--- src/aimes_pkg.sv ---
// shared constants and types for the mux expansion sequencer
package aimes_pkg;
   // converter bus: 3-bit address inside its 8-byte space, 8-bit data
   localparam int unsigned BUS_ADDR_W = 3;
   localparam int unsigned BUS_DATA_W = 8;
   localparam logic [BUS_ADDR_W-1:0] ADDR_CTRL = 3'h0;
   localparam logic [BUS_ADDR_W-1:0] ADDR_OP_COUNT = 3'h6;
   localparam logic [BUS_ADDR_W-1:0] ADDR_SPARE = 3'h7;
   localparam int unsigned RUN_BIT = 0;
   localparam logic RUN_RESET = 1'b0;

   // channel counter
   localparam int unsigned CNT_W = 8;
   localparam logic [CNT_W-1:0] CNT_ZERO = 8'h00;
   localparam logic [CNT_W-1:0] CNT_ONE = 8'h01;
   localparam logic [CNT_W-1:0] CNT_STEP = 8'h01;
   localparam int unsigned LIMIT_W = 4;
   localparam logic [LIMIT_W-1:0] LIMIT_RESET = 4'h0;

   // field positions of the counter per variant
   localparam int unsigned SEL_W = 3;
   localparam int unsigned EN_W = 8;
   localparam int unsigned MUX_ADDR_W = 4;
   localparam int unsigned SPARE_W = 2;
   localparam int unsigned DIFF_SEL_LSB = 3;
   localparam int unsigned SE_SEL_LSB = 4;
   localparam int unsigned DIFF_SPARE_LSB = 6;
   localparam int unsigned SE_SPARE_BIT = 7;
   localparam logic [EN_W-1:0] SINGLE_MUX_EN = 8'h01;

   typedef enum logic [1:0] {
      AIMES_V64_DIFF,
      AIMES_V128_SE,
      AIMES_V8_PROG
   } aimes_variant_t;

   // one bus cycle as seen at the converter's pins
   typedef struct packed {
      logic wr;
      logic [BUS_ADDR_W-1:0] addr;
      logic [BUS_DATA_W-1:0] data;
   } aimes_bus_t;

   // external multiplexer controls
   typedef struct packed {
      logic [MUX_ADDR_W-1:0] addr;
      logic [EN_W-1:0] en;
      logic [SPARE_W-1:0] spare;
   } aimes_mux_t;
endpackage

--- src/aimes_onehot_dec.sv ---
// one-of-n decoder for multiplexer chip enables
module aimes_onehot_dec #(
   parameter int unsigned SEL_W = 3
) (
   input wire logic [SEL_W-1:0] i_sel,
   output logic [(2**SEL_W)-1:0] o_onehot
);
   localparam logic [(2**SEL_W)-1:0] ONE = {{((2**SEL_W)-1){1'b0}}, 1'b1};
   assign o_onehot = ONE << i_sel;
endmodule

--- src/aimes_sequencer.sv ---
// channel sequencer that widens the converter input multiplexer
// Functional notes
// - each strobe rising edge outside hold, armed load or limit wrap steps counter by one
// - sequence done reloads channel one for resync
// - converter reset or stopped holds clear active
// - first strobe in run clears counter, ends hold
// - done rising edge arms an active-low load
// - next strobe loads one, disarms load
// - 64-channel: three low bits address muxes
// - 64-channel: bits five..three decode eight enables
// - 64-channel: two spare counter bits offered for expansion
// - control register write latches the run bit
// - 128-channel: four low bits address muxes
// - 128-channel: enable decode one bit higher
// - 8-channel: address six stores operation count
// - 8-channel: compare match wraps counter to zero
// - only address six is claimed; address zero is snooped for run
module aimes_sequencer
   import aimes_pkg::*;
(
   input wire logic i_core_clk,
   input wire logic i_arst_n,
   input wire aimes_variant_t i_variant,
   input wire logic i_op_strobe,
   input wire logic i_sequence_done_flag,
   input wire logic i_conv_reset,
   input wire aimes_bus_t i_bus,
   output aimes_mux_t o_mux,
   output logic o_counter_clear_n,
   output logic o_load_arm_n,
   output logic o_run
);
   ////////////////////////////////////////////////////////////////////////////
   // edge detection of converter pins
   logic strobe_d_reg;
   logic done_d_reg;
   wire strobe_rise = i_op_strobe & ~strobe_d_reg;
   wire done_rise = i_sequence_done_flag & ~done_d_reg;

   always_ff @(posedge i_core_clk or negedge i_arst_n) begin
      if (!i_arst_n) begin
         strobe_d_reg <= 1'b0;
         done_d_reg <= 1'b0;
      end else begin
         strobe_d_reg <= i_op_strobe;
         done_d_reg <= i_sequence_done_flag;
      end
   end

   ////////////////////////////////////////////////////////////////////////////
   // bus decode; the converter answers the other addresses itself
   logic run_reg;
   logic [LIMIT_W-1:0] limit_reg;
   wire wr_ctrl = i_bus.wr & (i_bus.addr == ADDR_CTRL);
   wire wr_limit = i_bus.wr & (i_bus.addr == ADDR_OP_COUNT);
   // a converter reset also stops it, so the run copy drops too
   wire run_next = i_conv_reset ? RUN_RESET : (wr_ctrl ? i_bus.data[RUN_BIT] : run_reg);
   wire [LIMIT_W-1:0] limit_next = wr_limit ? i_bus.data[LIMIT_W-1:0] : limit_reg;

   always_ff @(posedge i_core_clk or negedge i_arst_n) begin
      if (!i_arst_n) begin
         run_reg <= RUN_RESET;
         limit_reg <= LIMIT_RESET;
      end else begin
         run_reg <= run_next;
         limit_reg <= limit_next;
      end
   end

   ////////////////////////////////////////////////////////////////////////////
   // hold and load-arm flip-flops
   logic hold_reg;
   logic arm_reg;
   wire stopped = i_conv_reset | ~run_reg;
   // the stop level wins over the strobe so no count slips out while halted
   wire hold_next = stopped ? 1'b1 : (strobe_rise ? 1'b0 : hold_reg);
   // a done edge in the same cycle as the strobe keeps the load armed
   wire arm_next = done_rise ? 1'b1 : (strobe_rise ? 1'b0 : arm_reg);

   always_ff @(posedge i_core_clk or negedge i_arst_n) begin
      if (!i_arst_n) begin
         hold_reg <= 1'b1;
         arm_reg <= 1'b0;
      end else begin
         hold_reg <= hold_next;
         arm_reg <= arm_next;
      end
   end

   ////////////////////////////////////////////////////////////////////////////
   // channel counter
   logic [CNT_W-1:0] cnt_reg;
   wire is_v8 = (i_variant == AIMES_V8_PROG);
   wire limit_hit = is_v8 & (cnt_reg[LIMIT_W-1:0] == limit_reg);
   wire [CNT_W-1:0] cnt_inc = cnt_reg + CNT_STEP;
   wire [CNT_W-1:0] cnt_step = hold_reg ? CNT_ZERO :
                               arm_reg ? CNT_ONE :
                               limit_hit ? CNT_ZERO : cnt_inc;
   wire [CNT_W-1:0] cnt_next = strobe_rise ? cnt_step : cnt_reg;

   always_ff @(posedge i_core_clk or negedge i_arst_n) begin
      if (!i_arst_n) cnt_reg <= CNT_ZERO;
      else cnt_reg <= cnt_next;
   end

   ////////////////////////////////////////////////////////////////////////////
   // multiplexer control, registered from the next count
   logic [EN_W-1:0] en_diff;
   logic [EN_W-1:0] en_se;
   aimes_mux_t mux_next;
   aimes_mux_t mux_reg;

   aimes_onehot_dec #(.SEL_W(SEL_W)) u_dec_diff (
      .i_sel(cnt_next[DIFF_SEL_LSB +: SEL_W]),
      .o_onehot(en_diff)
   );
   aimes_onehot_dec #(.SEL_W(SEL_W)) u_dec_se (
      .i_sel(cnt_next[SE_SEL_LSB +: SEL_W]),
      .o_onehot(en_se)
   );

   wire [MUX_ADDR_W-1:0] addr_diff = {1'b0, cnt_next[SEL_W-1:0]};
   wire [MUX_ADDR_W-1:0] addr_se = cnt_next[MUX_ADDR_W-1:0];
   wire [SPARE_W-1:0] spare_diff = cnt_next[DIFF_SPARE_LSB +: SPARE_W];
   wire [SPARE_W-1:0] spare_se = {1'b0, cnt_next[SE_SPARE_BIT]};

   always_comb begin
      mux_next = '0;
      case (i_variant)
         AIMES_V64_DIFF: begin
            mux_next.addr = addr_diff;
            mux_next.en = en_diff;
            mux_next.spare = spare_diff;
         end
         AIMES_V128_SE: begin
            mux_next.addr = addr_se;
            mux_next.en = en_se;
            mux_next.spare = spare_se;
         end
         AIMES_V8_PROG: begin
            mux_next.addr = addr_diff;
            mux_next.en = SINGLE_MUX_EN;
         end
         default: mux_next = '0;
      endcase
   end

   always_ff @(posedge i_core_clk or negedge i_arst_n) begin
      if (!i_arst_n) mux_reg <= '0;
      else mux_reg <= mux_next;
   end

   assign o_mux = mux_reg;
   assign o_counter_clear_n = ~hold_reg;
   assign o_load_arm_n = ~arm_reg;
   assign o_run = run_reg;
endmodule

--- config.mk ---
export PLATFORM = sky130hd
export DESIGN_NAME = aimes_sequencer
export DESIGN_NICKNAME = d
export VERILOG_FILES = /design/src/aimes_pkg.sv /design/src/aimes_onehot_dec.sv /design/src/aimes_sequencer.sv
export SDC_FILE = /design/constraint.sdc
export NUM_CORES = 1
export LEC_CHECK = 0
export BUFFER_PORTS_ARGS = -buffer_cell sky130_fd_sc_hd__buf_2
export CORE_ASPECT_RATIO = 0.75
export CORE_MARGIN = 1
export CORE_UTILIZATION = 48
export CTS_CLUSTER_DIAMETER = 100
export DETAILED_ROUTE_END_ITERATION = 8
export GPL_TIMING_DRIVEN = 0
export PLACE_DENSITY = 0.75
export SLEW_MARGIN = 15
export SYNTH_ARGS = -nofsm -noshare
export SYNTH_HDL_FRONTEND = slang
export SYNTH_SLANG_ARGS = --single-unit
--- constraint.sdc ---
create_clock -name i_core_clk -period 1.85 [get_ports i_core_clk]
set_input_delay 0.0925 -clock i_core_clk [delete_from_list [all_inputs] [get_ports i_core_clk]]
set_output_delay 0.0925 -clock i_core_clk [all_outputs]
set_load 0.02 [all_outputs]
==> reports/results.ini <==
[outcome]
status = finished with violations
violations = setup timing

[setup_path]
cp_data_arrival_time_ns = 2.27
start_kind = flip-flop
critPathTopFamily = compound AO/OA/AOI/OAI gates
max_stage_delay_ns = 0.48
reg2reg_depth = 7
worst_setup_path_end_kind = flip-flop
worst_ep_required_time_ns = 2.04
path_class = reg2reg
r2r_slack_ns = -0.23
critPathBufInv = 1
cp.depth = 7
slowest_stage = dfrtp_2
crit_fanout = 7
cp_cell_sequence = xnor2_2, and3_4, o211ai_1, a21o_1, buf_4, o22a_1, o31ai_4

[route]
drtIter0Drc = 78
num_vias = 1419
vias_per_cell = 5.79
routed_wl_um = 4300
postRouteAntennaNets = 0
avgRoutedWirePerCell_um = 17.5
first_pass_iters = 4
drc = 0

[final_layout]
final_cells = 245
finalNetCount = 227
n_antenna_cell = 0
design_area_um2 = 2310
syn_to_final_growth_pct = 44.7
drive_gt1_share_pct = 54.1
seq_area_um2 = 781
multi_input_area_um2 = 955
fill_cells = 200
largest_reg_flops = 14

[timing]
layout_setup_ws_ns = -0.227
rsz0062_at_grt = true
worst_slew_pin_slew_ns = 0.685
finalSetupTns_ns = -1.77
final_hold_viol_count = 0
maxSlewViolCount = 0
period_needed_ns = 2.08
final-setup-viol-count = 12
max_freq_ghz = 0.481
slew_headroom_pct = 54.3
period_share_pct = 112
skew_ns = 0.00833

[cts]
h-tree-depth = 2
clock_path_buffers = 2
path_clk_slew_ns = 0.07
cts_tree = done
clock-root-buffer = clkbuf_8
clock-sinks = 31
clkLatencyLatePin_ns = 0.29
cts_buffers = 5

[yosys]
synth-xor-area-share_pct = 2.66
synth_area_um2 = 1600
syn-num-nets = 165
syn_inst = 145
synth_area_per_cell_um2 = 11.0
ys_seq_area_share_pct = 48.7
synth_top_family_by_area = compound AO/OA/AOI/OAI gates
synthFlopType = dfrtp_1
yosysUniqueCellTypes = 59
async_flop_share_pct = 100
synth-simple-area-share_pct = 19.7
ys_ff_latch = 31
synthAdderAreaFrac_pct = 0.784
synth-compound-area-share_pct = 19.9
synth_edf_count = 0
ys.warnings.count = 0
synthMuxAreaShare_pct = 4.08

[die]
die_w_um = 68.6
start_util_pct = 52.5
fp.dieArea_um2 = 3560
fp.dieH_um = 51.9
boundaryPins = 36
row_count = 17
coreArea_um2 = 3040

[global_routing]
met2_usage_pct = 38.7
met3_usage_pct = 8.99
overflow = 0
grt_max_degree = 32
top_usage_layer = met2
antenna_found_initial = 0
grt_pass1_wl_um = 6330
grt_pass1_vias = 1305
use_met1_pct = 33.0
grt_usage_pct = 25.4

[place]
dp_hpwl_um = 2540
io_buffers = 31
post_dp_cell_area_um2 = 1810
dp.cells = 214
gp_congestion = 0.894

[job]
maxCapViolations = 0

[power]
leakage_nw = 1.03
power_density_nw_per_um2 = 660
peakVddDrop_v = 0.000659

[min_path]
hold_path.class = in2reg
min_path_cells = 2

[final cells by class]
| cell class | count | share of cell area, % |
|---|---|---|
| buffer | 4 | 1.41 |
| clock buffer | 6 | 3.58 |
| clock inverter | 1 | 0.217 |
| inverter | 6 | 1.19 |
| multi-input combinational | 103 | 41.3 |
| sequential | 31 | 33.8 |
| tap | 38 | 2.06 |
| timing repair buffer | 56 | 16.4 |
[where the power goes]
group          internal (mW)  switching [mW]  total, mW
sequential             0.705          0.0273      0.733
clock                  0.291           0.251      0.542
combinational          0.117           0.131      0.249
[metal layers]
layer,up-vias,routed length (um)
li1,650,-
met5,-,0
met4,0,73
met2,79,2030
met3,11,367
met1,679,1830
[synthesized netlist by cell type (2+ instances only)]
cell       number  area share, %
a211oi_4        2            2.5
o21ai_0        10            3.1
a21boi_0        4            1.9
buf_4           2           0.94
mux2i_1         2            1.3
nor4_1          2           0.78
nand3b_1        2           0.94
nand3_1         7            2.2
inv_1           5            1.2
dfrtp_1        30             47
a21oi_1         3           0.94
nor3_2          2            1.3
o211ai_1        3            1.4
nor2b_1         2           0.78
nor2_1          5            1.2
a211oi_2        3            2.4
o2111ai_1       2            1.1
a21oi_2         2            1.1
nor3_1          2           0.63
nand2_1        12            2.8
xnor2_1         2            1.1
mux2_2          4            2.8
[stage by stage]
| step | setup WS, ns | hold slack (ns) | power, mW | utilization, % |
|---|---|---|---|---|
| finish | -0.227 | 0.0314 | 1.52 | 75.9 |
| global route | -0.307 | 0.0269 | 1.58 | 75.9 |
| CTS | -0.210 | -0.0486 | 1.48 | 69.2 |
| detailed placement | -0.288 | 0.171 | 0.910 | 59.4 |
| global placement | -0.296 | 0.150 | 0.905 | 59.4 |
| floorplan | -0.0930 | -0.203 | 0.846 | - |
[worst register-to-register path: cells and delay by family (launching register included)]
family | cells | cell delay (ns)
and+or+nand+nor | 1 | 0.31
xor gates and xnor gates | 1 | 0.19
buffers and inverters | 1 | 0.15
AOI/OAI and AO/OA | 4 | 0.86
DFF | 1 | 0.48
[what timing repair did]
action,4_1_cts,5_1_grt
endpoints found under the setup margin,12,16
pin swaps,13,16
hold buffers,3,1
endpoints found under the hold margin,33,1
resized for setup,18,33
buffers inserted,13,10
[cells by family (layout without fill, tap and decap cells)]
group                    count (synthesis)  after routing
AO/OA/AOI/OAI                           40             40
XOR/XNOR                                 4              4
adder cells (fa/ha/maj)                  1              1
buffers and inverters                   11             73
flip-flops                              31             31
multiplexers                             6              6
AND/OR/NAND/NOR                         52             52
[cell usage in the layout (no fill, tap or decap), types with 3 or more instances in the layout]
master	n
a211oi_2	3
a211oi_4	3
a21oi_4	3
buf_2	32
buf_4	15
buf_6	8
clkbuf_8	6
dfrtp_1	27
dfrtp_2	3
dlygate4sd3_1	4
inv_1	5
mux2_2	4
nand2_1	12
nand3_1	3
nor2_1	4
nor3_2	3
o211ai_1	3
o21ai_0	7
o21ai_2	3
xnor2_2	3
[worst paths after layout]
path,endpoint,startpoint
worst min-delay path,limit_reg[3],i_bus[3]
worst max register to register,o_mux[2],cnt_reg[2]
worst min register to register,arm_reg,done_d_reg
min in group asynchronous,o_mux[11],i_arst_n
worst max-delay path,o_mux[2],cnt_reg[2]
max in group asynchronous,cnt_reg[0],i_arst_n
(Power assumes the default switching activity.)
